===== src/core/ptp_stamp_pkg.sv =====
// Shared constants, types and register map for the timestamp port logic
package ptp_stamp_pkg;
    localparam int          STAMP_W      = 80;
    localparam int          SEC_W        = 48;
    localparam int          NS_W         = 32;
    localparam int          TAG_W        = 16;
    localparam int          LANE_W       = 2;
    localparam int          LANES        = 4;
    localparam int          FILL_W       = 7;
    localparam int          FIFO_DEPTH   = 8;
    localparam logic [1:0]  OP_NONE      = 2'h0;
    localparam logic [1:0]  OP_ONE_STEP  = 2'h1;
    localparam logic [1:0]  OP_TWO_STEP  = 2'h2;
    localparam logic [1:0]  OP_RESERVED  = 2'h3;
    // Wishbone word offsets (byte addresses)
    localparam logic [7:0]  ADR_CTRL     = 8'h00;
    localparam logic [7:0]  ADR_STATUS   = 8'h04;
    localparam logic [7:0]  ADR_TX_TAG   = 8'h08;
    localparam logic [7:0]  ADR_TX_NS    = 8'h0C;
    localparam logic [7:0]  ADR_TX_SECLO = 8'h10;
    localparam logic [7:0]  ADR_TX_SECHI = 8'h14;
    localparam logic [7:0]  ADR_FILL     = 8'h18;
    localparam logic [31:0] CTRL_RST     = 32'h0000_0000;
    localparam int          CTRL_EN_BIT  = 0;
    localparam int          ST_OVF_BIT   = 0;
    localparam int          ST_TXV_BIT   = 1;

    typedef struct packed {
        logic [SEC_W-1:0] sec;
        logic [NS_W-1:0]  ns;
    } stamp_t;

    typedef struct packed {
        logic [TAG_W-1:0]  tag;
        logic [LANE_W-1:0] lane;
    } pend_t;

    typedef struct packed {
        logic              valid;
        logic [TAG_W-1:0]  tag;
        stamp_t            stamp;
        logic [LANE_W-1:0] lane;
    } tx_result_t;
endpackage : ptp_stamp_pkg


===== src/core/ptp_tag_queue.sv =====
// Ordered queue of tags for frames awaiting their transmit timestamp
`timescale 1ns/1ps
`default_nettype none
module ptp_tag_queue #(
    parameter int DEPTH = ptp_stamp_pkg::FIFO_DEPTH
) (
    input  wire logic                 ref_clk,
    input  wire logic                 rst_b,
    input  wire logic                 push_valid,
    output logic                      push_ready,
    input  wire ptp_stamp_pkg::pend_t push_data,
    output logic                      pop_valid,
    input  wire logic                 pop_ready,
    output ptp_stamp_pkg::pend_t      pop_data
);
    localparam int AW = $clog2(DEPTH);

    ptp_stamp_pkg::pend_t mem_q [DEPTH];
    logic [AW:0]          wr_q;
    logic [AW:0]          wr_d;
    logic [AW:0]          rd_q;
    logic [AW:0]          rd_d;
    logic                 do_push;
    logic                 do_pop;

    assign push_ready = (wr_q - rd_q) != (AW+1)'(DEPTH);
    assign pop_valid  = wr_q != rd_q;
    assign pop_data   = mem_q[rd_q[AW-1:0]];
    assign do_push    = push_valid && push_ready;
    assign do_pop     = pop_valid && pop_ready;

    always_comb begin
        wr_d = wr_q;
        rd_d = rd_q;
        if (do_push) begin
            wr_d = wr_q + (AW+1)'(1);
        end
        if (do_pop) begin
            rd_d = rd_q + (AW+1)'(1);
        end
    end

    always_ff @(posedge ref_clk or negedge rst_b) begin
        if (!rst_b) begin
            wr_q <= '0;
            rd_q <= '0;
        end else begin
            wr_q <= wr_d;
            rd_q <= rd_d;
        end
    end

    // Storage needs no reset; only slots between pointers are read
    always_ff @(posedge ref_clk) begin
        if (do_push) begin
            mem_q[wr_q[AW-1:0]] <= push_data;
        end
    end
endmodule // ptp_tag_queue
`default_nettype wire


===== src/core/ptp_timestamp_port_logic.sv =====
// Transmit and receive timestamp port logic with a Wishbone register view
// Overview of operation
// RL1 - No-operation frames ignore the tag input
// RL2 - Stamped frames return their tag with timestamp
// RL3 - Valid strobe marks each presented transmit timestamp
// RL4 - Returned tag equals supplied tag bits 15:0
// RL5 - Transmit timestamp is 80 bits, timer format
// RL6 - Receive timestamp valid from start-of-packet cycle
// RL7 - Two-bit lane identity valid from start-of-packet
// RL8 - Report seven-bit fill per lane aligner
// RL9 - Client supplies one-step insertion and checksum offsets
// RL10 - Client supplies checksum request and receive stamp
// RL11 - Timer is 48 bits seconds, 32 nanoseconds
// RL12 - Op code: none, one-step, two-step
// RL13 - Op code three behaves as no operation
// RL14 - Tag, stamp, lane change together with valid
// RL15 - Timestamps return in frame acceptance order
//
// Implementation choices: the register offsets and the Wishbone register port.
`timescale 1ns/1ps
`default_nettype none
module ptp_timestamp_port_logic #(
    parameter int DEPTH  = ptp_stamp_pkg::FIFO_DEPTH,
    parameter int FILL_W = ptp_stamp_pkg::FILL_W
) (
    input  wire logic                                    ref_clk,
    input  wire logic                                    rst_b,
    // Transmit frame request side
    input  wire logic                                    tx_frame_start,
    input  wire logic [1:0]                              tx_stamp_op_code,
    input  wire logic [ptp_stamp_pkg::TAG_W-1:0]         tx_tag_in,
    input  wire logic [ptp_stamp_pkg::TAG_W-1:0]         tx_stamp_offset_in,
    input  wire logic [ptp_stamp_pkg::TAG_W-1:0]         tx_csum_offset_in,
    input  wire logic                                    tx_csum_update_in,
    input  wire logic [63:0]                             tx_rx_stamp_in,
    input  wire logic [ptp_stamp_pkg::LANE_W-1:0]        tx_sop_lane,
    output logic                                         tx_frame_ready,
    // Capture plane crossing for transmit start of packet
    input  wire logic                                    tx_sop_capture,
    input  wire ptp_stamp_pkg::stamp_t                   timer_in,
    // Transmit result outputs, for one-step and two-step frames alike
    output logic                                         tx_stamp_valid,
    output logic [ptp_stamp_pkg::TAG_W-1:0]              tx_stamp_tag,
    output ptp_stamp_pkg::stamp_t                        tx_stamp,
    output logic [ptp_stamp_pkg::LANE_W-1:0]             tx_stamp_lane,
    // One-step insertion parameters toward the frame editor
    output logic [ptp_stamp_pkg::TAG_W-1:0]              ins_stamp_offset,
    output logic [ptp_stamp_pkg::TAG_W-1:0]              ins_csum_offset,
    output logic                                         ins_csum_update,
    output logic [63:0]                                  ins_rx_stamp,
    output logic                                         ins_enable,
    // Receive side
    input  wire logic                                    rx_sop,
    input  wire logic [ptp_stamp_pkg::LANE_W-1:0]        rx_sop_lane,
    input  wire logic [ptp_stamp_pkg::LANES*FILL_W-1:0]  rx_aligner_fill_in,
    output ptp_stamp_pkg::stamp_t                        rx_stamp,
    output logic [ptp_stamp_pkg::LANE_W-1:0]             rx_stamp_lane,
    output logic [ptp_stamp_pkg::LANES*FILL_W-1:0]       rx_aligner_fill,
    // Wishbone classic slave
    input  wire logic                                    wb_cyc_i,
    input  wire logic                                    wb_stb_i,
    input  wire logic                                    wb_we_i,
    input  wire logic [7:0]                              wb_adr_i,
    input  wire logic [3:0]                              wb_sel_i,
    input  wire logic [31:0]                             wb_dat_i,
    output logic [31:0]                                  wb_dat_o,
    output logic                                         wb_ack_o
);

    function automatic logic stamp_op(input logic [1:0] op);
        stamp_op = (op == ptp_stamp_pkg::OP_ONE_STEP) ||
                   (op == ptp_stamp_pkg::OP_TWO_STEP); // RL12 RL13
    endfunction

    ptp_stamp_pkg::pend_t      push_data;
    ptp_stamp_pkg::pend_t      pop_data;
    logic                      push_ready;
    logic                      pop_valid;
    logic                      push_valid;
    logic                      pop_ready;
    logic                      en;
    ptp_stamp_pkg::tx_result_t res_q;
    ptp_stamp_pkg::tx_result_t res_d;
    logic                      ovf_q;
    logic                      ovf_d;
    logic [31:0]               ctrl_q;
    logic [31:0]               ctrl_d;
    logic                      ack_q;
    logic                      ack_d;
    logic [31:0]               rdat_q;
    logic [31:0]               rdat_d;
    logic [ptp_stamp_pkg::TAG_W-1:0] ins_so_q;
    logic [ptp_stamp_pkg::TAG_W-1:0] ins_so_d;
    logic [ptp_stamp_pkg::TAG_W-1:0] ins_co_q;
    logic [ptp_stamp_pkg::TAG_W-1:0] ins_co_d;
    logic                      ins_cu_q;
    logic                      ins_cu_d;
    logic                      ins_en_q;
    logic                      ins_en_d;
    logic [63:0]               ins_rx_q;
    logic [63:0]               ins_rx_d;

    assign en         = ctrl_q[ptp_stamp_pkg::CTRL_EN_BIT];
    assign push_valid = tx_frame_start && en && stamp_op(tx_stamp_op_code); // RL1 RL13
    assign push_data  = '{tag: tx_tag_in, lane: tx_sop_lane}; // RL2
    // Frames that need no stamp never wait on the queue
    assign tx_frame_ready = push_ready || !stamp_op(tx_stamp_op_code) || !en;
    assign pop_ready  = tx_sop_capture;

    ptp_tag_queue #(
        .DEPTH(DEPTH)
    ) u_queue (
        .ref_clk   (ref_clk),
        .rst_b     (rst_b),
        .push_valid(push_valid),
        .push_ready(push_ready),
        .push_data (push_data),
        .pop_valid (pop_valid),
        .pop_ready (pop_ready),
        .pop_data  (pop_data)
    ); // RL15

    always_comb begin
        res_d       = res_q;
        res_d.valid = 1'b0;
        ovf_d       = ovf_q;
        ins_so_d    = ins_so_q;
        ins_co_d    = ins_co_q;
        ins_cu_d    = ins_cu_q;
        ins_rx_d    = ins_rx_q;
        ins_en_d    = 1'b0;
        if (tx_sop_capture && pop_valid) begin
            res_d.valid = 1'b1; // RL3
            res_d.tag   = pop_data.tag[ptp_stamp_pkg::TAG_W-1:0]; // RL4 RL14
            res_d.stamp = timer_in; // RL5 RL11
            res_d.lane  = pop_data.lane; // RL7
        end else if (tx_sop_capture) begin
            ovf_d = 1'b1;
        end
        // Only an accepted frame may load new insertion parameters
        if (push_valid && push_ready && tx_stamp_op_code == ptp_stamp_pkg::OP_ONE_STEP) begin
            ins_en_d = 1'b1;
            ins_so_d = tx_stamp_offset_in; // RL9
            ins_co_d = tx_csum_offset_in; // RL9
            ins_cu_d = tx_csum_update_in; // RL10
            ins_rx_d = tx_rx_stamp_in; // RL10
        end
        ctrl_d = ctrl_q;
        ack_d  = 1'b0;
        rdat_d = rdat_q;
        if (wb_cyc_i && wb_stb_i && !ack_q) begin
            ack_d = 1'b1;
            if (wb_we_i) begin
                if (wb_adr_i == ptp_stamp_pkg::ADR_CTRL && wb_sel_i[0]) begin
                    ctrl_d[7:0] = wb_dat_i[7:0];
                end
                // Write one clears sticky underflow; a new event wins
                if (wb_adr_i == ptp_stamp_pkg::ADR_STATUS && wb_sel_i[0] &&
                    wb_dat_i[ptp_stamp_pkg::ST_OVF_BIT] && !(tx_sop_capture && !pop_valid)) begin
                    ovf_d = 1'b0;
                end
            end else begin
                case (wb_adr_i)
                    ptp_stamp_pkg::ADR_CTRL:     rdat_d = ctrl_q;
                    ptp_stamp_pkg::ADR_STATUS:   rdat_d = {30'h0, res_q.valid, ovf_q};
                    ptp_stamp_pkg::ADR_TX_TAG:   rdat_d = {14'h0, res_q.lane, res_q.tag};
                    ptp_stamp_pkg::ADR_TX_NS:    rdat_d = res_q.stamp.ns;
                    ptp_stamp_pkg::ADR_TX_SECLO: rdat_d = res_q.stamp.sec[31:0];
                    ptp_stamp_pkg::ADR_TX_SECHI: rdat_d = {16'h0, res_q.stamp.sec[47:32]};
                    ptp_stamp_pkg::ADR_FILL:     rdat_d = 32'(rx_aligner_fill_in);
                    default:                     rdat_d = 32'h0000_0000;
                endcase
            end
        end
    end

    always_ff @(posedge ref_clk or negedge rst_b) begin
        if (!rst_b) begin
            res_q    <= '0;
            ovf_q    <= 1'b0;
            ctrl_q   <= ptp_stamp_pkg::CTRL_RST;
            ack_q    <= 1'b0;
            rdat_q   <= 32'h0000_0000;
            ins_so_q <= '0;
            ins_co_q <= '0;
            ins_cu_q <= 1'b0;
            ins_rx_q <= '0;
            ins_en_q <= 1'b0;
        end else begin
            res_q    <= res_d;
            ovf_q    <= ovf_d;
            ctrl_q   <= ctrl_d;
            ack_q    <= ack_d;
            rdat_q   <= rdat_d;
            ins_so_q <= ins_so_d;
            ins_co_q <= ins_co_d;
            ins_cu_q <= ins_cu_d;
            ins_rx_q <= ins_rx_d;
            ins_en_q <= ins_en_d;
        end
    end

    assign tx_stamp_valid   = res_q.valid; // RL3 RL14
    assign tx_stamp_tag     = res_q.tag;
    assign tx_stamp         = res_q.stamp;
    assign tx_stamp_lane    = res_q.lane;
    assign ins_stamp_offset = ins_so_q;
    assign ins_csum_offset  = ins_co_q;
    assign ins_csum_update  = ins_cu_q;
    assign ins_rx_stamp     = ins_rx_q;
    assign ins_enable       = ins_en_q;
    assign wb_ack_o         = ack_q;
    assign wb_dat_o         = rdat_q;

    // Same-cycle validity needs a combinational path from the timer
    assign rx_stamp      = rx_sop ? timer_in : '0; // RL6 RL11
    assign rx_stamp_lane = rx_sop ? rx_sop_lane : '0; // RL7

    genvar gi;
    generate
        for (gi = 0; gi < ptp_stamp_pkg::LANES; gi++) begin : g_fill
            assign rx_aligner_fill[gi*FILL_W +: FILL_W] =
                rx_aligner_fill_in[gi*FILL_W +: FILL_W]; // RL8
        end
    endgenerate
endmodule // ptp_timestamp_port_logic
`default_nettype wire


===== config.mk =====
export PLATFORM = sky130hd
export DESIGN_NAME = ptp_timestamp_port_logic
export DESIGN_NICKNAME = d
export VERILOG_FILES = /design/src/core/ptp_stamp_pkg.sv /design/src/core/ptp_tag_queue.sv /design/src/core/ptp_timestamp_port_logic.sv
export SDC_FILE = /design/constraint.sdc
export NUM_CORES = 1
export LEC_CHECK = 0
export BUFFER_PORTS_ARGS = -buffer_cell sky130_fd_sc_hd__buf_2
export CAP_MARGIN = 10
export CORE_AREA = 8 8 238 240
export CTS_BUF_LIST = sky130_fd_sc_hd__clkbuf_16
export DETAILED_ROUTE_END_ITERATION = 12
export DIE_AREA = 0 0 246 248
export SLEW_MARGIN = 20
export SYNTH_ARGS = -nofsm -noshare
export SYNTH_HDL_FRONTEND = slang
export SYNTH_SLANG_ARGS = --single-unit
export TNS_END_PERCENT = 10

===== constraint.sdc =====
create_clock -name ref_clk -period 4.81 [get_ports ref_clk]
set_clock_uncertainty 0.05 [all_clocks]
set_input_delay 0.962 -clock ref_clk [delete_from_list [all_inputs] [get_ports ref_clk]]
set_output_delay 0.962 -clock ref_clk [all_outputs]
set_load 0.005 [all_outputs]

# Word level (Yosys, flattened, before mapping)
# Memories as Yosys holds them, arrays and structs flattened.
# Cells that the tools add are included.
[word_totals]
regBits = 247
latch_bits = 0
ramBits = 144
rom_bits = 0
input_bits = 279
out_inout_bits = 341
elab_cells = 67
memories = 1
[classes]
add_sub_neg = 3
mul = 0
div_mod_pow = 0
n_lt_le_gt_ge = 0
n_eq_ne = 10
shifts = 0
muxes = 13
bitwise_logic = 1
n_reduce_logical = 23
[mem_list]
columns = ["memory", "words", "word_bits", "rd", "rd_ports_with_merged_regs", "write_ports", "line_no", "text"]
rows = [
  ["u_queue.mem_q", 8, 18, 1, 0, 1, "ptp_tag_queue.sv:18", "ptp_stamp_pkg::pend_t mem_q [DEPTH];"],
]
[ops]
columns = ["op", "n"]
rows = [
  ["case mux 32 bit (7 select lines)", 1],
  ["2-to-1 mux 99 bit", 1],
  ["2-to-1 mux 80 bit", 1],
  ["== test 8 x 5 -> 1 bit, second input constant", 3],
  ["== test 8 x 4 -> 1 bit, second input constant", 2],
  ["logical AND 1 bit", 12],
  ["2-to-1 mux 1 bit", 9],
  ["adder 4 x 1 -> 4 bit, second input constant", 2],
  ["== test 8 x 3 -> 1 bit, second input constant", 1],
  ["zero test 8 bit", 1],
  ["zero test 1 bit", 5],
  ["!= test 4 bit", 1],
  ["!= test 4 bit, second input constant", 1],
  ["subtractor 4 bit", 1],
  ["logical OR 1 bit", 3],
  ["AND reduction 3 bit", 1],
  ["== test 2 x 1 -> 1 bit, second input constant", 1],
  ["== test 2 bit, second input constant", 1],
  ["2-to-1 mux 2 bit", 1],
  ["AND reduction 2 bit", 1],
  ["NOT 1 bit", 1],
]

# Depth between registers and ports, before layout
# Gate-level depths: netlist (run 1).
[depth]
ltp_word = 8
depth_mapped = 12
depth_no_buf = 7

# Hierarchy
# A second synthesis (run 1) with hierarchy kept.
[unflattened]
cells_unflattened = 1134
hier_area_um2 = 16664.7
[by_module_without_submodules]
columns = ["mod", "instances", "cells_per_inst", "area_per_inst_um2"]
rows = [
  ["ptp_timestamp_port_logic", 1, 832, 10695.3],
  ["ptp_tag_queue", 1, 302, 5969.5],
]

# Worst setup path before layout (run 1)
# OpenSTA, ideal clock, no wires.
[synth_path]
kind = "reg2reg"
start = "register u_queue.rd_q[1]"
end = "memory u_queue.mem_q[1][0] (netlist bit), enable pin"
setup_time_ns = 0.446
arrival_time_ns = 4.120
setup_slack_ns = 0.194
stages_incl_launch_ff = 10
cell_sequence = "dfrtp_1 clkbuf_1 clkbuf_1 inv_1 ha_1 nand3b_1 a21oi_1 nor4b_4 nor2_1 nor4b_1"
[synth_via]
elab_chain_cells = 5
[synth_lines]
columns = ["item", "line_no", "text"]
rows = [
  ["start: declaration", "ptp_tag_queue.sv:21", "logic [AW:0] rd_q;"],
  ["start signal: assignment", "ptp_tag_queue.sv:49", "rd_q <= rd_d;"],
  ["subtractor 4 bit", "ptp_tag_queue.sv:26", "assign push_ready = (wr_q - rd_q) != (AW+1)'(DEPTH);"],
  ["!= test 4 bit", "ptp_tag_queue.sv:26", ""],
  ["logical AND 1 bit", "ptp_tag_queue.sv:29", "assign do_push = push_valid && push_ready;"],
  ["2-to-1 mux 1 bit", "ptp_tag_queue.sv:55", "if (do_push) begin"],
  ["2-to-1 mux 1 bit (implied by the code)", "ptp_tag_queue.sv:56", "mem_q[wr_q[AW-1:0]] <= push_data;"],
  ["end: declaration", "ptp_tag_queue.sv:18", ""],
]
# Every way passes these cells.

# Worst setup path in the final report (run 1)
[layout_path]
start = "register u_queue.rd_q[2]"
end = "output tx_frame_ready"
[layout_via]
elab_chain_cells = 4
[layout_lines]
columns = ["item", "line_no", "text"]
rows = [
  ["subtractor 4 bit", "ptp_tag_queue.sv:26", ""],
  ["!= test 4 bit", "ptp_tag_queue.sv:26", ""],
  ["logical OR 1 bit (2 in a row)", "ptp_timestamp_port_logic.sv:107", "assign tx_frame_ready = push_ready || !stamp_op(tx_stamp_op_code) || !en;"],
  ["end: declaration", "ptp_timestamp_port_logic.sv:37", "output logic tx_frame_ready,"],
]
# Every way passes these cells.

==> summary.txt, run 1 <==
Synth
  • Netlist Area Pre-Place: ~17000 sq um
  • EDFF count, synth: 144
  • Yosys top cell area share: between 30% and 40%
  • Syn nets: 1404
  • Synth warn: 0
  • Area contributors post-synth: dfrtp_1 37%, edfxtp_1 26%, mux2_2 13%
  • Cell variety after synth: between 50 and 60
  • Seq cells post-synth: 391
  • Syn Inst Count: about 1100
  • Top FF cell, synth: dfrtp_1
  • Sequential cell area fraction in the yosys report: 63.64%
  • Post-synth top cells: 247 x dfrtp_1, 194 x mux2_2, 144 x edfxtp_1
  • Avg Cell Area, Syn: 14.75 sq um
  • Asr flop ratio synth: between 60% and 70%
  • Count leader, synth: dfrtp_1
  • Area leader, netlist: dfrtp_1

Critical path
  • Crit. Startpoint: u_queue.rd_q[2]
  • Family with the most delay on the worst path: buffers and inverters
  • Crit-path max cell delay: 0.46 ns
  • WP data arrival: 3.03 ns
  • CP cell instances: buf_4 -> clkinv_1 -> buf_4 -> ha_1 -> a21oi_1 -> a21oi_1 -> nor4b_4 -> nand2_1 -> buf_2
  • Worst R2R Start: u_queue.rd_q[2]
  • Startpoint Class: flip-flop
  • Crit Path Class: flip-flop to output port
  • Slowest CP cell: nor4b_4
  • Worst Path Buf+Inv: 4
  • Critical Path Fanout Max: 21
  • Worst path required time: between 3 and 4 ns
  • Crit. End Element: output port

Timing
  • Final hold violation count: 0
  • Minimum clock period after layout: 4.038 ns
  • Pin slew with the least headroom to its limit: 1.084 ns
  • Max Freq: 247.7 MHz
  • Pins over their slew limit: 0
  • Worst rel slew slack: 27.33%
  • RSZ-0062 raised after global routing: false
  • Hold WS: 0.4252 ns
  • Total negative setup slack: 0 ns
  • Final period util: 83.95%
  • Final setup vio count: 0

Clock network
  • Postcts setup bufs: 0
  • Number of buffers created by CTS: 44
  • Clock buffer depth: 3
  • CTS root buf: clkbuf_16
  • CTS resizes: 0
  • CTS Hold Bufs: 0
  • Worst skew pair latency: 0.56 ns
  • CTS tree: yes
  • Worst-path clk slew: approximately 0.060 ns
  • H-tree levels: 2
  • CTS sink count: ~400

Die
  • Die X: 246 um
  • Starting Density: 31.10%
  • IO Count: 620
  • Die ar.: slightly above 60000 sq um
  • Row cnt: 85
  • Core area: 53070 sq um
  • Die Y: around 250 um

Final layout
  • Non-Filler Instances: about 2400
  • Final #Nets: 1973
  • Multi-input gate area: 5500 sq um
  • Layout Utilization: about 40%
  • Storage cell area: 10510 sq um
  • Filler instances: 5014
  • Share of layout cells above drive strength 1: a little over half
  • P&R area growth vs syn: 30.33%

Detailed routing
  • DRT Pass-1 Iters: 5
  • Vias per inst: 4.871
  • Iter 0 DRT Violations: 583
  • Via count: 11800
  • Post-DRT Antenna Nets: 0
  • Total Routed Length: 58310 um
  • Routed len/inst: 24.08 um
  • DRC Markers: 0

Pwr
  • VDD IR-drop max: approximately 0.00034 V
  • Power Dens Cells: 439.8 nW/um^2
  • Seq pwr share: 43.7%
  • Net Sw Frac: 29.44%
  • Leakage power: 10.13 nW
  • Clk pwr share: 34.2%
  • Logic pwr share: 22.1%
  • Net switching power: 2.786 mW
  • Cell Int Power: 6.677 mW

Run
  • Max Cap Viol: 0

Placement
  • Port Buffers: between 500 and 600
  • DP Cell Count: around 2300
  • Placer Congestion: 0.8207
  • Hpwl dp: between 40000 and 50000 um

GRT
  • Largest net degree at the start of global routing: around 120
  • Gr usage total: 18.12%
  • First-pass GRT wire length: 82190 um
  • Grt total ovfl: 0
  • Initial antenna violation count: 16
  • Vias in the first global route: 12020

Hold path
  • Hold/Removal Path Class: input port to asynchronous set/reset pin

Run status
  • Outcome: finished clean
## kinds of logic (layout without fill, tap and decap cells)
kind of cell,count (synthesis),count (layout),share of synthesized area (%)
XOR/XNOR,8,8,0.4245
adder cells (fa/ha/maj),6,6,0.4548
flip-flops,391,391,63.64
multiplexers,254,254,19.68
other,0,4,0
buffers and inverters,102,705,3.267
AND/OR/NAND/NOR,246,246,7.853
AO/OA/AOI/OAI,112,112,4.684
## final timing paths
kind                                        end  cells after the start  slack [ns]
max reg2reg                u_queue.mem_q[1][17]                     10        1.47
min reg2reg                        wb_dat_o[26]                      1        0.43
max in group asynchronous          tx_stamp[39]                      2        3.25
min in group ref_clk               wb_dat_o[26]                      1        0.43
min                          ins_csum_offset[1]                      1        0.43
max                              tx_frame_ready                      9        0.77
## sequential cells by signal (all words and copies together), names as in the netlist, 2 cells and up
register and flops:
ctrl_q 8, ins_csum_offset 16, ins_rx_stamp 64, ins_stamp_offset 16
tx_stamp 80, tx_stamp_lane 2, tx_stamp_tag 16, u_queue.mem_q 144
u_queue.rd_q 4, u_queue.wr_q 4, wb_dat_o 32
## power by group through the flow
stage,registers [mW],clock network (mW),logic (mW)
after CTS,4.14,3.34,2.15
after global routing,4.19,3.48,2.29
after floorplan,4.10,0,1.17
after detailed placement,4.20,0,2.15
final,4.14,3.24,2.09
after global placement,4.19,0,2.13
## routing by layer
metal | GRT usage (%) | up-vias | routed length [um] | part of all wire [%]
li1 | - | 5224 | - | -
met1 | 21.77 | 5988 | 22420 | 38
met2 | 31.43 | 452 | 29600 | 51
met3 | 4.670 | 115 | 4336 | 7.4
met4 | 5.941 | 18 | 1836 | 3.1
met5 | 0 | - | 120 | 0.21
## placed cells by master (no fill, tap or decap), types with 4 or more instances in the layout
| master | Yosys | final |
|---|---|---|
| nor2_1 | 29 | 29 |
| nand2_1 | 90 | 90 |
| inv_6 | 0 | 5 |
| diode_2 | 0 | 4 |
| xnor2_1 | 5 | 5 |
| dfrtp_1 | 247 | 246 |
| a21oi_1 | 15 | 15 |
| mux2_2 | 194 | 194 |
| inv_1 | 5 | 13 |
| clkinv_1 | 1 | 11 |
| buf_4 | 29 | 24 |
| o22ai_1 | 9 | 9 |
| o221ai_1 | 4 | 4 |
| nor3_1 | 5 | 5 |
| mux4_2 | 37 | 37 |
| a31oi_1 | 22 | 22 |
| clkbuf_16 | 0 | 45 |
| buf_2 | 26 | 591 |
| clkinv_2 | 0 | 4 |
| edfxtp_1 | 144 | 144 |
| o21ai_0 | 7 | 7 |
| a21o_1 | 10 | 10 |
| mux2i_1 | 23 | 23 |
| and2_1 | 85 | 85 |
| ha_1 | 6 | 6 |
| a22oi_1 | 27 | 27 |
## area by class of cell
class / instances / share of cell area, %
clock buffer: 45 / 5.234
sequential: 391 / 48.83
tap: 696 / 4.048
timing repair buffer: 619 / 14.93
antenna: 4 / 0.04653
inverter: 6 / 0.1047
clock inverter: 35 / 1.233
multi-input combinational: 626 / 25.57
## per-stage QoR
step / power [mW] / setup WS [ns] / area (sq um)
6_report: 9.463 / 0.7722 / 21510
5_1_grt: 9.950 / 0.5626 / 21510
4_1_cts: 9.639 / 0.6886 / 21500
3_5_place_dp: 6.351 / 1.314 / 20110
3_3_place_gp: 6.320 / 1.295 / 20110
2_1_floorplan: 5.270 / 0.1941 / 16510
Power figures use the tool's default switching activity.
==> inputs of run 2 (changes only) <==
- ABC_AREA: default -> 1
- clock period: 4.81 -> 3.94 ns (I/O delays scaled with it)
==> summary.txt, run 2 <==
Run status
  • Outcome: finished clean (unchanged)

Timing
  • Final hold violation count: 0 (unchanged)
  • Total negative setup slack: 0 ns (unchanged)
  • Minimum clock period after layout: 3.106 ns
  • Hold WS: 0.1493 ns (was 0.4252 ns)
  • Pins over their slew limit: 0 (unchanged)
  • Setup ws final: 0.8344 ns (was 0.7722 ns)
  • Pin slew with the least headroom to its limit: 0.9441 ns (was 1.084 ns)
  • Final setup vio count: 0 (unchanged)
  • Final period util: 78.82%
  • RSZ-0062 raised after global routing: false (unchanged)
  • Max Freq: 322.0 MHz
  • Worst rel slew slack: 36.99% (was 27.33%)

Synth
  • Area contributors post-synth: dfrtp_1 35%, edfxtp_1 25%, nand2_1 17% (was dfrtp_1 37%, edfxtp_1 26%, mux2_2 13%)
  • Asr flop ratio synth: 63.17% (unchanged)
  • Yosys top cell area share: 35.44% (was 37.44%)
  • Post-synth top cells: 771 x nand2_1, 247 x dfrtp_1, 153 x nand3_1 (was 247 x dfrtp_1, 194 x mux2_2, 144 x edfxtp_1)
  • Sequential cell area fraction in the yosys report: 60.23% (was 63.64%)
  • Seq cells post-synth: 391 (unchanged)
  • EDFF count, synth: 144 (unchanged)
  • Avg Cell Area, Syn: 8.836 sq um (was 14.75 sq um)
  • Synth warn: 0 (unchanged)
  • Netlist Area Pre-Place: 17440 sq um (was 16510 sq um)
  • Syn nets: 2259 (was 1404)
  • Top FF cell, synth: dfrtp_1 (unchanged)
  • Count leader, synth: nand2_1 (was dfrtp_1)
  • Cell variety after synth: 28 (was 58)
  • Area leader, netlist: dfrtp_1 (unchanged)
  • Syn Inst Count: 1974 (was 1119)

Clock network
  • Worst-path clk slew: 0.06 ns (about the same)
  • Worst skew pair latency: 0.58 ns (was 0.56 ns)
  • Number of buffers created by CTS: 44 (unchanged)
  • Postcts setup bufs: 0 (unchanged)
  • Clock buffer depth: 3 (unchanged)
  • CTS resizes: 0 (unchanged)
  • H-tree levels: 2 (unchanged)
  • CTS Hold Bufs: 0 (unchanged)
  • CTS root buf: clkbuf_16 (unchanged)
  • CTS tree: yes (unchanged)
  • CTS sink count: 391 (unchanged)

Die
  • Starting Density: 32.87% (was 31.10%)
  • Die X: 246 um (unchanged)
  • Die Y: 248 um (unchanged)
  • Core area: 53070 sq um (unchanged)
  • IO Count: 620 (unchanged)
  • Row cnt: 85 (unchanged)
  • Die ar.: 61010 sq um (unchanged)

GRT
  • Initial antenna violation count: 6 (was 16)
  • Vias in the first global route: 15430 (was 12020)
  • First-pass GRT wire length: 97370 um (was 82190 um)
  • Grt total ovfl: 0 (unchanged)
  • Gr usage total: 20.67% (was 18.12%)
  • Largest net degree at the start of global routing: 99 (was 123)

Final layout
  • Most frequent cells in the layout: 770 x nand2_1, 591 x buf_2, 247 x dfrtp_1 (was 591 x buf_2, 246 x dfrtp_1, 194 x mux2_2)
  • Post-route cell area: 22420 sq um (was 21510 sq um)
  • Largest register FFs: 144 (unchanged)
  • Non-Filler Instances: 3230 (was 2422)
  • Layout Utilization: 42.25% (was 40.54%)
  • P&R area growth vs syn: 28.54% (was 30.33%)
  • Share of layout cells above drive strength 1: 28.50% (was 53.95%)
  • Final #Nets: 2787 (was 1973)
  • Commonest non-fill, non-tap cell in the layout: nand2_1 (was buf_2)
  • Filler instances: 5233 (was 5014)

Placement
  • Worst slack, placed: 1.037 ns (was 1.314 ns)
  • DP Cell Count: 3152 (was 2338)
  • Hpwl dp: 48580 um (was 44230 um)
  • Port Buffers: 592 (unchanged)
  • Post-Place Cell Area: 20990 sq um (was 20110 sq um)
  • Placer Congestion: 0.9223 (was 0.8207)

Detailed routing
  • DRT Pass-1 Iters: 5 (unchanged)
  • Post-DRT Antenna Nets: 0 (unchanged)
  • Routed len/inst: 20.56 um (was 24.08 um)
  • Iter 0 DRT Violations: 1161 (was 583)
  • Total Routed Length: 66400 um (was 58310 um)
  • Via count: 15970 (was 11800)
  • Vias per inst: 4.943 (was 4.871)
  • DRC Markers: 0 (unchanged)

Critical path
  • Startpoint Class: flip-flop (unchanged)
  • Crit. End Element: output port (unchanged)
  • Worst path required time: 3.10 ns (was 3.80 ns)
  • WP data arrival: 2.27 ns (was 3.03 ns)
  • Critical Path Fanout Max: 7 (was 21)
  • Crit Path Class: flip-flop to output port (unchanged)

Hold path
  • Hold/Removal Path Class: input port to asynchronous set/reset pin (unchanged)

Pwr
  • VDD IR-drop max: 0.0003250 V (was 0.0003371 V)
  • Leakage power: 12.15 nW (was 10.13 nW)
  • Power Dens Cells: 533.1 nW/um^2 (was 439.8 nW/um^2)
  • Power, Total: 11.95 mW (was 9.463 mW)

Run
  • Max Cap Viol: 0 (unchanged)
-- run 2: cell families (layout without fill, tap and decap cells) --
logic type,Yosys count,count (layout),share of synthesized area (%)
simple gates,1170,1170,27.93
compound gates,125,125,4.103
other cells,0,4,0
xor+xnor,5,5,0.2511
buf+inv,277,833,7.059
flops,391,391,60.23
fa+ha+maj,6,6,0.4304
-- run 2: path summary, 6_finish.rpt --
check	slack, ns	from	to	cells after the start
worst max-delay path	0.83	u_queue.wr_q[2]	tx_frame_ready	8
worst min-delay path	0.15	rst_b	ins_rx_stamp[53]	1
worst max register to register	1.43	u_queue.rd_q[0]	tx_stamp_tag[15]	9
worst min register to register	0.41	ins_rx_stamp[34]	ins_rx_stamp[34]	2
max in group asynchronous	2.77	rst_b	tx_stamp[66]	2
min in group ref_clk	0.37	timer_in[8]	tx_stamp[8]	3
-- run 2: worst max-delay path, cell delays in order (launching register included) --
cell     delay [ns]
dfrtp_1        0.46
ha_1           0.37
a21oi_1        0.23
nand3_1        0.10
nand2_1        0.12
nand2_4        0.11
nor2_1         0.11
nand2_1        0.05
buf_2          0.14
-- run 2: layout make-up --
class,count,area (sq um),area share [%]
clock inverter,30,321.6,1.434
tap,696,870.8,3.884
clock buffer,44,1101,4.911
inverter,121,455.4,2.031
multi-input combinational,1306,5776,25.76
antenna,4,10.01,0.04465
timing repair buffer,638,3381,15.08
sequential,391,10510,46.86
-- run 2: where the power goes --
group	total [mW]	internal, mW	switching (mW)	leakage (nW)
combinational	2.87	0.980	1.89	6.90
sequential	5.00	4.61	0.386	4.55
clock	4.09	2.37	1.71	0.709
-- run 2: routing by layer --
layer  GRT usage [%]  routed length (um)  up-vias
met4           7.526                2384        2
li1                -                   -     7472
met3           4.089                4529      134
met1           25.66               26310     7724
met5               0                  12        -
met2           35.42               33170      633
